**config.mk**
```make
export PLATFORM = sky130hd
export DESIGN_NAME = piu_core
export DESIGN_NICKNAME = d
export VERILOG_FILES = /design/src/core/piu_pkg.sv /design/src/core/piu_core.sv
export SDC_FILE = /design/constraint.sdc
export NUM_CORES = 1
export LEC_CHECK = 0
export BUFFER_PORTS_ARGS = -buffer_cell sky130_fd_sc_hd__buf_2
export CORE_MARGIN = 5
export CORE_UTILIZATION = 52
export CTS_CLUSTER_DIAMETER = 150
export DETAILED_ROUTE_END_ITERATION = 10
export PLACE_DENSITY_LB_ADDON = 0.3
export SLEW_MARGIN = 20
export SYNTH_ARGS = -nofsm -noshare
export SYNTH_HDL_FRONTEND = slang
export SYNTH_SLANG_ARGS = --single-unit
```
**constraint.sdc**
```tcl
create_clock -name pclk -period 5.85 [get_ports pclk]
set_clock_uncertainty 0.1 [all_clocks]
set_input_delay 0.585 -clock pclk [delete_from_list [all_inputs] [get_ports pclk]]
set_output_delay 0.585 -clock pclk [all_outputs]
set_load 0.02 [all_outputs]
```
**src/core/piu_pkg.sv**
```systemverilog
/*
 * Constants for the prioritized interrupt unit: register map, flag
 * layout, priority levels and vectors.
 * Assumes an APB master on pclk and synchronous event pulses from the
 * on-chip peripherals; pin inputs are asynchronous.
 */
package piu_pkg;
	localparam int NSRC = 11;
	localparam int NFLAG = 18;
	localparam int NLVL = 6;
	// Flag bit positions
	localparam int F_NMI = 0;
	localparam int F_T0 = 1;
	localparam int F_T1 = 2;
	localparam int F_RISE = 3;
	localparam int F_FALL = 4;
	localparam int F_E0 = 5;
	localparam int F_E1 = 6;
	localparam int F_CIN = 7;
	localparam int F_AD = 8;
	localparam int F_SR = 9;
	localparam int F_ST = 10;
	localparam int F_ER = 11;
	localparam int F_OV = 12;
	localparam int F_AN = 13;
	localparam int F_SB = 17;
	// Register byte offsets
	localparam logic [7:0] A_FLAG = 8'h00;
	localparam logic [7:0] A_MASK = 8'h04;
	localparam logic [7:0] A_VEC = 8'h08;
	localparam logic [7:0] A_ISTAT = 8'h0c;
	localparam logic [7:0] A_IMASK = 8'h10;
	localparam logic [7:0] A_CTRL = 8'h14;
	localparam logic [10:0] MASK_RST = 11'h7fe;
	localparam logic [7:0] VEC_NONE = 8'h00;
	// Vector per level
	localparam logic [7:0] VEC_L0 = 8'h04;
	localparam logic [7:0] VEC_L1 = 8'h08;
	localparam logic [7:0] VEC_L2 = 8'h10;
	localparam logic [7:0] VEC_L3 = 8'h18;
	localparam logic [7:0] VEC_L4 = 8'h20;
	localparam logic [7:0] VEC_L5 = 8'h28;
	localparam logic [2:0] LVL_NONE = 3'h7;
	typedef enum logic [1:0] {ST_IDLE, ST_ACK} piu_state_type;
endpackage

```
**src/core/piu_core.sv**
```systemverilog
/*
 * Prioritized interrupt unit with APB register access.
 * Assumes peripheral event inputs are one-cycle pulses on pclk; pins
 * (nmi, rising, falling, analog) are asynchronous and synchronised here.
 * The CPU takes a request with int_ack, which clears the flag only when the nmi (level 0) is served.
 */
module piu_core (
	input wire logic pclk,
	input wire logic presetn,
	input wire logic psel,
	input wire logic penable,
	input wire logic pwrite,
	input wire logic [7:0] paddr,
	input wire logic [31:0] pwdata,
	output logic [31:0] prdata,
	output logic pready,
	output logic pslverr,
	input wire logic nmi_n_pin,
	input wire logic rising_edge_request,
	input wire logic falling_edge_request,
	input wire logic [3:0] upper_analog_pin,
	input wire logic timer0_match,
	input wire logic timer1_match,
	input wire logic event_counter_match0,
	input wire logic event_counter_match1,
	input wire logic counter_input_fall,
	input wire logic conversion_done,
	input wire logic serial_rx_done,
	input wire logic serial_tx_done,
	input wire logic serial_error,
	input wire logic timer_overflow,
	input wire logic standby_entry,
	input wire logic int_ack,
	output logic int_req,
	output logic [7:0] int_vector,
	output logic [2:0] int_level,
	output logic irq
);
	import piu_pkg::*;

	typedef struct packed {
		logic [6:0] s1;
		logic [6:0] s2;
		logic [6:0] prev;
		logic [NFLAG-1:0] flag;
		logic [10:0] mask;
		logic enable;
		logic [1:0] istat;
		logic [1:0] imask;
		logic [31:0] prdata;
		logic pready;
		logic pslverr;
		logic int_req;
		logic [7:0] vec;
		logic [2:0] lvl;
		logic irq;
		piu_state_type st;
	} piu_regs_type;

	piu_regs_type r_ff, nxt_r;

	function automatic logic [7:0] lvl_vec(input logic [2:0] l);
		case (l)
			3'd0: lvl_vec = VEC_L0;
			3'd1: lvl_vec = VEC_L1;
			3'd2: lvl_vec = VEC_L2;
			3'd3: lvl_vec = VEC_L3;
			3'd4: lvl_vec = VEC_L4;
			3'd5: lvl_vec = VEC_L5;
			default: lvl_vec = VEC_NONE;
		endcase
	endfunction

	logic [6:0] pins;
	logic [6:0] fall_ev;
	logic rise_ev;
	logic [NLVL-1:0] lvl_pend;
	logic [2:0] win;
	logic [NFLAG-1:0] set_v;
	logic [NFLAG-1:0] clr_v;
	logic wr;
	logic rd;
	logic ack_ev;

	// Pins: nmi, rising, falling, four analog lines
	assign pins = {upper_analog_pin, falling_edge_request,
		rising_edge_request, nmi_n_pin};
	// Zero-cross pins arrive already squared; same edge logic serves
	// both AC-coupled and directly driven use
	assign rise_ev = r_ff.s2[1] & ~r_ff.prev[1];
	assign fall_ev = ~r_ff.s2 & r_ff.prev;

	always_comb begin
		set_v = '0;
		set_v[F_NMI] = fall_ev[0];
		set_v[F_T0] = timer0_match;
		set_v[F_T1] = timer1_match;
		set_v[F_RISE] = rise_ev;
		set_v[F_FALL] = fall_ev[2];
		set_v[F_E0] = event_counter_match0;
		set_v[F_E1] = event_counter_match1;
		set_v[F_CIN] = counter_input_fall;
		set_v[F_AD] = conversion_done;
		set_v[F_SR] = serial_rx_done;
		set_v[F_ST] = serial_tx_done;
		set_v[F_ER] = serial_error;
		set_v[F_OV] = timer_overflow;
		set_v[F_AN+:4] = fall_ev[6:3];
		set_v[F_SB] = standby_entry;
	end

	// Level grouping, nmi unmaskable
	always_comb begin
		lvl_pend[0] = r_ff.flag[F_NMI];
		lvl_pend[1] = |(r_ff.flag[F_T1:F_T0] & ~r_ff.mask[F_T1:F_T0]);
		lvl_pend[2] = |(r_ff.flag[F_FALL:F_RISE] & ~r_ff.mask[F_FALL:F_RISE]);
		lvl_pend[3] = |(r_ff.flag[F_E1:F_E0] & ~r_ff.mask[F_E1:F_E0]);
		lvl_pend[4] = |(r_ff.flag[F_AD:F_CIN] & ~r_ff.mask[F_AD:F_CIN]);
		lvl_pend[5] = |(r_ff.flag[F_ST:F_SR] & ~r_ff.mask[F_ST:F_SR]);
		if (!r_ff.enable) begin
			lvl_pend[NLVL-1:1] = '0;
		end
		win = LVL_NONE;
		for (int i = NLVL - 1; i >= 0; i--) begin
			if (lvl_pend[i]) begin
				win = 3'(i);
			end
		end
	end

	assign wr = psel & penable & pwrite;
	assign rd = psel & penable & ~pwrite;
	assign ack_ev = int_ack & r_ff.int_req & (r_ff.st == ST_IDLE);

	always_comb begin
		nxt_r = r_ff;
		nxt_r.s1 = pins;
		nxt_r.s2 = r_ff.s1;
		nxt_r.prev = r_ff.s2;
		clr_v = '0;
		// Served source clears; for a shared level software tells them
		// apart from the flags, so clear only the nmi latch here
		if (ack_ev && r_ff.lvl == 3'd0) begin
			clr_v[F_NMI] = 1'b1;
		end
		if (wr && paddr == A_FLAG) begin
			clr_v = clr_v | pwdata[NFLAG-1:0];
		end
		// Set wins over clear
		nxt_r.flag = (r_ff.flag & ~clr_v) | set_v;
		nxt_r.pready = psel & ~penable;
		nxt_r.pslverr = 1'b0;
		nxt_r.prdata = '0;
		if (psel && !penable) begin
			case (paddr)
				A_FLAG: nxt_r.prdata = 32'(r_ff.flag);
				A_MASK: nxt_r.prdata = 32'(r_ff.mask);
				A_VEC: nxt_r.prdata = {21'h0, r_ff.lvl, r_ff.vec};
				A_ISTAT: nxt_r.prdata = 32'(r_ff.istat);
				A_IMASK: nxt_r.prdata = 32'(r_ff.imask);
				A_CTRL: nxt_r.prdata = 32'(r_ff.enable);
				default: nxt_r.pslverr = 1'b1;
			endcase
		end
		if (wr) begin
			case (paddr)
				A_MASK: nxt_r.mask = pwdata[NSRC-1:0];
				A_IMASK: nxt_r.imask = pwdata[1:0];
				A_CTRL: nxt_r.enable = pwdata[0];
				default: ;
			endcase
		end
		// Status: 0 request raised, 1 request acknowledged
		nxt_r.istat = r_ff.istat & ~((wr && paddr == A_ISTAT) ?
			pwdata[1:0] : 2'b00);
		nxt_r.istat[0] = nxt_r.istat[0] | (win != LVL_NONE & !r_ff.int_req);
		nxt_r.istat[1] = nxt_r.istat[1] | ack_ev;
		nxt_r.irq = |(nxt_r.istat & ~nxt_r.imask);
		case (r_ff.st)
			ST_IDLE: begin
				nxt_r.int_req = (win != LVL_NONE);
				nxt_r.lvl = win;
				nxt_r.vec = lvl_vec(win);
				if (ack_ev) begin
					nxt_r.int_req = 1'b0;
					nxt_r.st = ST_ACK;
				end
			end
			ST_ACK: begin
				// At least one dead cycle, held until int_ack drops, lets the nmi clear settle
				nxt_r.int_req = 1'b0;
				if (!int_ack) begin
					nxt_r.st = ST_IDLE;
				end
			end
			default: nxt_r.st = ST_IDLE;
		endcase
		if (rd) begin
			nxt_r.pready = 1'b0;
		end
	end

	always_ff @(posedge pclk or negedge presetn) begin
		if (!presetn) begin
			r_ff <= '{s1: 7'h7f, s2: 7'h7f, prev: 7'h7f, flag: '0,
				mask: MASK_RST, enable: 1'b0, istat: 2'b00, imask: 2'b11,
				prdata: '0, pready: 1'b0, pslverr: 1'b0, int_req: 1'b0,
				vec: VEC_NONE, lvl: LVL_NONE, irq: 1'b0, st: ST_IDLE};
		end else begin
			r_ff <= nxt_r;
		end
	end

	assign prdata = r_ff.prdata;
	assign pready = r_ff.pready;
	assign pslverr = r_ff.pslverr;
	assign int_req = r_ff.int_req;
	assign int_vector = r_ff.vec;
	assign int_level = r_ff.lvl;
	assign irq = r_ff.irq;

	// Flags hold their set across a simultaneous clear
	a_flag_set_wins: assert property (@(posedge pclk) disable iff (!presetn)
		timer0_match |=> r_ff.flag[F_T0])
		else $error("timer0 flag lost");
	a_nmi_edge_flag: assert property (@(posedge pclk) disable iff (!presetn)
		(!r_ff.s2[0] && r_ff.prev[0]) |=> r_ff.flag[F_NMI])
		else $error("nmi edge not flagged");
	a_rise_edge_flag: assert property (@(posedge pclk) disable iff (!presetn)
		(r_ff.s2[1] && !r_ff.prev[1]) |=> r_ff.flag[F_RISE])
		else $error("rising edge not flagged");
	a_fall_edge_flag: assert property (@(posedge pclk) disable iff (!presetn)
		(!r_ff.s2[2] && r_ff.prev[2]) |=> r_ff.flag[F_FALL])
		else $error("falling edge not flagged");
	a_analog_edge: assert property (@(posedge pclk) disable iff (!presetn)
		(!r_ff.s2[3] && r_ff.prev[3]) |=> r_ff.flag[F_AN])
		else $error("analog edge not flagged");
	a_nmi_top_prio: assert property (@(posedge pclk) disable iff (!presetn)
		(r_ff.flag[F_NMI] && r_ff.st == ST_IDLE && !ack_ev)
		|=> int_level == 3'd0)
		else $error("nmi not highest");
	a_vec_match: assert property (@(posedge pclk) disable iff (!presetn)
		int_req |-> int_vector == lvl_vec(int_level))
		else $error("vector mismatch");
	a_serial_lvl: assert property (@(posedge pclk) disable iff (!presetn)
		(int_req && int_level == 3'd5) |-> !$past(r_ff.flag[F_NMI]))
		else $error("level 5 beat nmi");
	a_apb_ready: assert property (@(posedge pclk) disable iff (!presetn)
		(psel && !penable) |=> pready)
		else $error("no pready");
	c_nmi_taken: cover property (@(posedge pclk) disable iff (!presetn)
		int_req && int_level == 3'd0 ##1 ack_ev);
	c_timer_req: cover property (@(posedge pclk) disable iff (!presetn)
		int_req && int_vector == VEC_L1);
	c_serial_req: cover property (@(posedge pclk) disable iff (!presetn)
		int_req && int_vector == VEC_L5);
	c_edge_req: cover property (@(posedge pclk) disable iff (!presetn)
		int_req && int_vector == VEC_L2);
	c_pair_pending: cover property (@(posedge pclk) disable iff (!presetn)
		r_ff.flag[F_T0] && r_ff.flag[F_T1] && int_req);

	// Handshake with the CPU side
	a_ack_drops_req: assert property (@(posedge pclk)
		disable iff (!presetn)
		ack_ev |=> !int_req)
		else $error("request held after ack");
	a_ack_dead: assert property (@(posedge pclk)
		disable iff (!presetn)
		(r_ff.st == ST_ACK) |-> !int_req)
		else $error("request during dead cycle");
	// Only the nmi latch is cleared by the CPU; a new edge still wins
	a_nmi_ack_clear: assert property (@(posedge pclk)
		disable iff (!presetn)
		(ack_ev && r_ff.lvl == 3'd0 && !set_v[F_NMI])
		|=> !r_ff.flag[F_NMI])
		else $error("nmi flag kept after ack");
	a_disabled_quiet: assert property (@(posedge pclk)
		disable iff (!presetn)
		(r_ff.st == ST_IDLE && !r_ff.enable && !r_ff.flag[F_NMI])
		|=> !int_req)
		else $error("request while disabled");

	// Each shared level wins once everything above it is quiet
	a_timer_group: assert property (@(posedge pclk)
		disable iff (!presetn)
		(r_ff.st == ST_IDLE && !int_ack && !lvl_pend[0] && r_ff.enable
		&& r_ff.flag[F_T0] && !r_ff.mask[F_T0])
		|=> int_req && int_level == 3'd1)
		else $error("timer match not at level 1");
	a_rise_group: assert property (@(posedge pclk)
		disable iff (!presetn)
		(r_ff.st == ST_IDLE && !int_ack && lvl_pend[1:0] == 2'b00
		&& r_ff.enable && r_ff.flag[F_RISE] && !r_ff.mask[F_RISE])
		|=> int_req && int_level == 3'd2)
		else $error("rising request not at level 2");
	a_fall_group: assert property (@(posedge pclk)
		disable iff (!presetn)
		(r_ff.st == ST_IDLE && !int_ack && lvl_pend[1:0] == 2'b00
		&& r_ff.enable && r_ff.flag[F_FALL] && !r_ff.mask[F_FALL])
		|=> int_req && int_level == 3'd2)
		else $error("falling request not at level 2");
	a_counter_group: assert property (@(posedge pclk)
		disable iff (!presetn)
		(r_ff.st == ST_IDLE && !int_ack && lvl_pend[2:0] == 3'b000
		&& r_ff.enable && r_ff.flag[F_E1] && !r_ff.mask[F_E1])
		|=> int_req && int_level == 3'd3)
		else $error("counter match not at level 3");
	a_mixed_group: assert property (@(posedge pclk)
		disable iff (!presetn)
		(r_ff.st == ST_IDLE && !int_ack && lvl_pend[3:0] == 4'h0
		&& r_ff.enable && r_ff.flag[F_AD] && !r_ff.mask[F_AD])
		|=> int_req && int_level == 3'd4)
		else $error("conversion not at level 4");
	a_serial_group: assert property (@(posedge pclk)
		disable iff (!presetn)
		(r_ff.st == ST_IDLE && !int_ack && lvl_pend[4:0] == 5'h00
		&& r_ff.enable && r_ff.flag[F_SR] && !r_ff.mask[F_SR])
		|=> int_req && int_level == 3'd5)
		else $error("serial receive not at level 5");

	// Register side
	a_irq_level: assert property (@(posedge pclk)
		disable iff (!presetn)
		irq == |(r_ff.istat & ~r_ff.imask))
		else $error("irq out of step with status");
	a_flag_w1c: assert property (@(posedge pclk)
		disable iff (!presetn)
		(wr && paddr == A_FLAG && pwdata[F_T1] && !timer1_match)
		|=> !r_ff.flag[F_T1])
		else $error("flag not cleared by write");
	// A one-cycle ready keeps the access phase wait-free
	a_ready_pulse: assert property (@(posedge pclk)
		disable iff (!presetn)
		pready |=> !pready)
		else $error("ready held too long");
endmodule

```
==> metrics.md, run 1 <==
| Metric | Value |
|---|---|
| RSZ-0062 raised after global routing | `no` |
| Via-to-Cell Ratio | `a little under 5` |
| Worst endpoint required time | `roughly 6000 ps` |
| Most frequent cells in the layout | `buf_2, dfrtp_1, dfstp_2, nand2_1, nor2_1` |
| CP peak stage delay | `~560 ps` |
| Post-synthesis sequential area ratio | `roughly 58%` |
| Min Hold Slack | `154 ps` |
| Reg2Reg Setup Slack | `3900 ps` |
| Comb power frac | `13.2%` |
| Total Wirelength | `7170 um` |
| Nets | `442` |
| Routability congestion estimate from global placement | `approximately 0.84` |
| FF-to-FF path depth | `5` |
| Core ar. | `~7000 um2` |
| # IOs | `roughly 110` |
| Post-route cell area | `4140 um2` |
| Aggregate global-route resource usage | `17.2%` |
| CTS tree | `yes` |
| Number of post-CTS setup repair buffers | `0` |
| Placed insts | `roughly 470` |
| YS warnings | `0` |
| Clk network pwr share | `31.8%` |
| Post-route ant nets | `0` |
| Ys flop type | `dfrtp_1` |
| 1st-pass router iterations | `4` |
| Placed Area | `3950 um2` |
| Worst Setup Start Kind | `input port` |
| Net Switching | `0.340 mW` |
| Critical Path Slowest Stage Cell | `nand4_1` |
| Setup crit end kind | `flop` |
| DRC | `0` |
| Setup violators final | `0` |
| Achievable Freq | `~470 MHz` |
| Remaining global-route overflow | `0` |
| Reg-to-reg endpoint | `irq` |
| Synth Register Bits | `85` |
| CTS H-tree lvls | `3` |
| Fin crit share | `36.2%` |
| Share of layout cells above drive strength 1 | `about two fifths` |
| Crit path cell chain | `buf_2 > nor3_1 > nand4_1 > nor3_2 > and2_1` |
| Hold buffer count at cts | `0` |
| P_int | `about 0.88 mW` |
| WL/cell | `~15 um` |
| Number of cells in the finished layout apart from fillers | `between 400 and 500` |
| ANT cells | `0` |
| Pins Over Slew Limit | `0` |
| Area Growth Syn to Fin | `10.8%` |
| Vias in the first global route | `between 2000 and 2500` |
| PortBufs | `78` |
| HPWL after detailed placement | `roughly 5000 um` |
| Synth async-reset ratio | `100%` |
| Die area | `between 8000 and 9000 um2` |
| Commonest non-fill, non-tap cell in the layout | `buf_2` |
| Pin count of the biggest net entering global routing | `86` |
| DIE WIDTH | `around 95 um` |
| Worst flop-to-flop path startpoint | `r_ff[60]` |
| EDFF count, synth | `0` |
| P_leak | `1.98 nW` |
| Status | `completed` |
| Post-Syn Instances | `between 300 and 400` |
| P per Cell Area | `294 nW/um2` |
| Crit-path max FO | `10` |
| Worst EP arrival | `roughly 2300 ps` |
| Worst-Skew Late Latency | `about 350 ps` |
| Clock root cell | `clkbuf_8` |
| Antenna violations before repair | `0` |
| Switching share of power | `27.9%` |
| Post_cts resized | `0` |
| Dpl ws | `about 3400 ps` |
| Shortest period the worst path allows | `roughly 2100 ps` |
| Core Rows | `31` |
| Seq pwr share | `55.0%` |
| Fin. Hold Viols | `0` |
| Worst-Margin Slew | `846 ps` |
| TritonCTS sink count | `85` |
| Post-route setup TNS | `0 ps` |
| Total power draw | `approximately 1.2 mW` |
| MaxCap Viol Count | `0` |
| Cell Area, Synth | `~3700 um2` |
| Clock slew at reported path FFs | `approximately 80 ps` |
| DR vias | `approximately 2400` |
| Initial DRC Count | `110` |
| Syn avg cell area | `11.5 um2` |
| Starting Density | `roughly 52%` |
| Die Span Y | `94.8 um` |
| Clock buffer depth | `2` |
| Max VDD drop | `between 0.00015 and 0.0002 V` |
| Unique masters post-synth | `48` |
| Slew HR | `between 40 and 50%` |
| Post-layout util | `between 50% and 60%` |
| Worst hold path class | `input port to asynchronous set/reset pin` |
| Crit Path Category | `input port to flop` |
| Setup ws final | `about 3700 ps` |
| First-pass GRT wire length | `11700 um` |
| Num CTS Buffers | `9` |
flip-flops by register name, indices dropped and copies added (netlist names):
name        cells
lvl_pend        1
int_vector      4
int_req         1
irq             1
pready          1
prdata         18
nxt_r          14
int_level       3
r_ff           41
pslverr         1
cell usage after synthesis, types with 4 or more instances:
library cell	number	area (um2)
a21o_1	12	90.1
a21oi_1	9	45.0
a22o_1	7	61.3
and2_1	7	43.8
buf_2	4	20.0
buf_4	44	330
dfrtp_1	49	1230
dfstp_2	36	946
inv_1	16	60.1
mux2_2	10	113
mux2i_1	12	120
nand2_1	30	113
nand3_1	6	30.0
nor2_1	23	86.3
nor3_1	4	20.0
o21ai_0	7	35.0
o31ai_1	5	37.5
how the worst max path moves through the flow:
stage | from | endpoint | slack [ps]
2_1_floorplan | paddr[1] | r_ff[56] | 3890
3_3_place_gp | paddr[1] | prdata[11] | 3390
3_5_place_dp | paddr[1] | r_ff[79] | 3360
4_1_cts | paddr[1] | prdata[17] | 3730
5_1_grt | paddr[1] | r_ff[69] | 3590
6_report | paddr[1] | prdata[17] | 3730
worst max-delay path: cells and delay by family:
family | cells | cell delay, ps
buf+inv | 1 | 120
simple gates | 4 | 1590
cell type report:
class	count	area, um2
clock buffers	13	169
repair buffers	79	404
clock inverters	3	20.0
multi-input cells	187	1190
fillers	633	2990
inverters	16	60.1
well taps	99	124
flip-flops and latches	85	2170
per-layer routing:
layer | GRT usage [%] | vias to the layer above | wire (um)
li1 | - | 1142 | -
met1 | 20.8 | 1158 | 3030
met2 | 28.2 | 67 | 3550
met3 | 5.90 | 10 | 455
met4 | 6.61 | 0 | 135
met5 | 0 | - | 0
logic make-up after synthesis:
family / after synthesis / synth area share [%]
AND/OR/NAND/NOR: 90 / 12.6
buffers and inverters: 69 / 11.7
multiplexers: 25 / 7.13
flip-flops: 85 / 58.1
AO/OA/AOI/OAI: 54 / 10.4
other: 1 / 0.100
power by group through the flow:
| stage | logic [mW] | clock network [mW] | registers (mW) |
|---|---|---|---|
| floorplan | 0.130 | 0 | 0.667 |
| global placement | 0.160 | 0 | 0.678 |
| detailed placement | 0.163 | 0 | 0.680 |
| CTS | 0.163 | 0.402 | 0.670 |
| global route | 0.180 | 0.430 | 0.675 |
| finish | 0.161 | 0.388 | 0.670 |
(Power assumes the default switching activity.)
==> run 2: changes to the inputs <==
--- a/config.mk
+++ b/config.mk
@@ -5,6 +5,7 @@
 export SDC_FILE = /design/constraint.sdc
 export NUM_CORES = 1
 export LEC_CHECK = 0
+export ABC_AREA = 1
 export BUFFER_PORTS_ARGS = -buffer_cell sky130_fd_sc_hd__buf_2
 export CORE_MARGIN = 5
 export CORE_UTILIZATION = 52
==> constraint.sdc (replaced) <==
create_clock -name pclk -period 2.13 [get_ports pclk]
set_clock_uncertainty 0.1 [all_clocks]
set_input_delay 0.213 -clock pclk [delete_from_list [all_inputs] [get_ports pclk]]
set_output_delay 0.213 -clock pclk [all_outputs]
set_load 0.02 [all_outputs]
==> run 2 against run 1 <==
Net effect: register-to-register slack worse by 3400 ps; critical path type unchanged; clock power rose to 3.2 times the previous value; final cell count up 29%; wire length up 12%; design area up 13%; via count up 22%; area after synthesis up 5.9%; largest cell class unchanged; setup slack worse by 3300 ps.
==> metrics.md, run 2 <==
| Metric | Value |
|---|---|
| Setup violators final | `0 (unchanged)` |
| EDFF count, synth | `0 (unchanged)` |
| Vias in the first global route | `2798 (+15%)` |
| Crit path cell chain | `dlygate4sd3_1 > buf_2 > and3_1 > nand3_4 > nand2_1 > o21ai_2` |
| Pin count of the biggest net entering global routing | `40 (-53%)` |
| Die Span Y | `97.3 um (+2.6%)` |
| Share of layout cells above drive strength 1 | `33.4% (-5.2 points)` |
| Fillers | `607 (-4.1%)` |
| Crit Path Category | `input port to flop` |
| Biggest register | `r_ff` |
| Max VDD drop | `0.000506 V (+210%)` |
| Core Rows | `31 (unchanged)` |
| Worst hold path class | `input port to flop` |
| Setup crit end kind | `flop` |
| 1st-pass router iterations | `4 (unchanged)` |
| Ys flop type | `dfrtp_1` |
| Post-route setup TNS | `0 ps (unchanged)` |
| Starting Density | `54.0% (+1.6 points)` |
| Worst-Skew Late Latency | `350 ps (about the same)` |
| Buffers & Inverters on Critical Path | `2 (+1)` |
| Post-synthesis sequential area ratio | `54.8% (-3.2 points)` |
| Placed Area | `4190 um2 (+6.2%)` |
| Critical Path Slowest Stage Cell | `dlygate4sd3_1` |
| Synth top area share | `31.0% (-1.8 points)` |
| Synth top cells by count | `nand2_1, inv_1, dfrtp_1` |
| Pins Over Slew Limit | `0 (unchanged)` |
| CTS H-tree lvls | `3 (unchanged)` |
| MaxCap Viol Count | `0 (unchanged)` |
| Routed length on met2 | `3870 um (+8.8%)` |
| Worst EP arrival | `1880 ps (-430 ps)` |
| CTS tree | `yes` |
| Total Wirelength | `8060 um (+12%)` |
| Post-route cell area | `4690 um2 (+13%)` |
| Post_cts resized | `0 (unchanged)` |
| Slew HR | `64.5% (+21 points)` |
| Cell Area, Synth | `3960 um2 (+5.9%)` |
| CP peak stage delay | `520 ps (-40 ps)` |
| Worst-Margin Slew | `529 ps (-317 ps)` |
| Synth area leaders | `dfrtp_1, dfstp_2, nand2_1` |
| Achievable Freq | `between 500 and 600 MHz` |
| Commonest non-fill, non-tap cell in the layout | `nand2_1` |
| Met3 wire length | `534 um (+17%)` |
| Aggregate global-route resource usage | `17.4% (+0.29 points)` |
| Top-count cell post-synth | `nand2_1` |
| YS warnings | `0 (unchanged)` |
| P_leak | `2.42 nW (+22%)` |
| Synth async-reset ratio | `100% (unchanged)` |
| WL/cell | `13.0 um (-13%)` |
| CP top delay family | `simple AND/OR/NAND/NOR gates` |
| Clock buffer depth | `2 (unchanged)` |
| ANT cells | `0 (unchanged)` |
| Num CTS Buffers | `9 (unchanged)` |
| Clock root cell | `clkbuf_8` |
| Synth Register Bits | `85 (unchanged)` |
| HPWL after detailed placement | `5750 um (+15%)` |
| Area Growth Syn to Fin | `18.5%` |
| Core ar. | `7330 um2 (+2.7%)` |
| Shortest period the worst path allows | `~1700 ps` |
| Most frequent cells in the layout | `nand2_1, buf_2, inv_1, dfrtp_1, dfstp_2` |
| Worst Setup Start Kind | `input port` |
| Routed met1 length | `3530 um (+17%)` |
| First-pass GRT wire length | `13300 um (+14%)` |
| DRC | `0 (unchanged)` |
| Fin. Hold Viols | `0 (unchanged)` |
| Reg2Reg Setup Slack | `500 ps (-3400 ps)` |
| Crit-path max FO | `22 (+12)` |
| Worst endpoint required time | `2270 ps (-3770 ps)` |
| Antenna violations before repair | `0 (unchanged)` |
| Max reg flops | `41 (unchanged)` |
| Via-to-Cell Ratio | `4.66 (-5.4%)` |
| DR vias | `2892 (+22%)` |
| Min Hold Slack | `9.80 ps (-144 ps)` |
| Die area | `9460 um2 (+5.3%)` |
| Clock slew at reported path FFs | `80 ps (about the same)` |
| Post-Syn Instances | `427 (+32%)` |
| Routability congestion estimate from global placement | `0.830 (-1.3%)` |
| # IOs | `111 (unchanged)` |
| Number of post-CTS setup repair buffers | `0 (unchanged)` |
| Remaining global-route overflow | `0 (unchanged)` |
| Max Used Layer | `met4` |
| Status | `completed` |
| Nets | `580 (+31%)` |
| Post-route ant nets | `0 (unchanged)` |
| Fin crit share | `81.7%` |
| Syn avg cell area | `9.27 um2 (-20%)` |
| TritonCTS sink count | `85 (unchanged)` |
| PortBufs | `78 (unchanged)` |
| RSZ-0062 raised after global routing | `no` |
| Post-layout util | `64.0% (+6.0 points)` |
| Initial DRC Count | `94 (-15%)` |
| DIE WIDTH | `97.3 um (+2.6%)` |
| Post-synth top area cell | `dfrtp_1` |
| P per Cell Area | `754 nW/um2 (+160%)` |
| Unique masters post-synth | `31 (-35%)` |
[run 2: metrics by stage]
stage	total power [mW]	cells	setup WS, ps
2_1_floorplan	2.18	444	770
3_3_place_gp	2.28	576	460
3_5_place_dp	2.30	576	400
4_1_cts	3.56	620	380
5_1_grt	3.69	620	274
6_report	3.54	620	390
[run 2: worst reg2reg max path: cells and delay by family (launching register included)]
family | cells | cell delay, ps
AOI/OAI and AO/OA | 2 | 410
buffers and inverters | 1 | 40
DFF | 1 | 560
and+or+nand+nor | 6 | 430
[run 2: path summary, 6_finish.rpt]
path | startpoint | end | cells past startpoint
worst max-delay path | penable | r_ff[54] | 6
worst min-delay path | pwdata[3] | r_ff[57] | 3
worst max register to register | r_ff[62] | irq | 9
worst min register to register | nxt_r[90] | nxt_r[83] | 0
max in group asynchronous | presetn | r_ff[58] | 3
min in group asynchronous | presetn | int_vector[2] | 2
[run 2: cells by family after synthesis]
family / share of synthesized area (%)
AOI/OAI and AO/OA: 7.68
buffers and inverters: 16.1
DFF: 54.9
other: 0.0947
and+or+nand+nor: 21.3
[run 2: repair_timing]
action	4_1_cts	5_1_grt
setup endpoints to repair	0	0
hold buffers	28	0
endpoints found under the hold margin	39	0
[run 2: metal layers]
| metal | track usage [%] | vias up |
|---|---|---|
| li1 | - | 1438 |
| met1 | 22.6 | 1349 |
| met2 | 28.3 | 95 |
| met3 | 5.10 | 10 |
| met4 | 5.54 | 0 |
| met5 | 0 | - |
[run 2: layout make-up]
cell class                      instances  area, um2  share of cell area (%)
Multi-Input combinational cell        243       1220                    25.9
Inverter                               65        244                    5.20
Clock inverter                          4       53.8                    1.15
Clock buffer                           12        166                    3.54
Timing Repair Buffer                  112        718                    15.3
Tap cell                               99        124                    2.64
Sequential cell                        85       2170                    46.3
[run 2: report_power, final]
part	leakage [nW]	internal, mW	switching [mW]	total [mW]
Clock	0.104	0.650	0.580	1.23
Sequential	0.948	1.74	0.0773	1.82
Combinational	1.37	0.172	0.320	0.492
Total	2.42	2.56	0.977	3.54
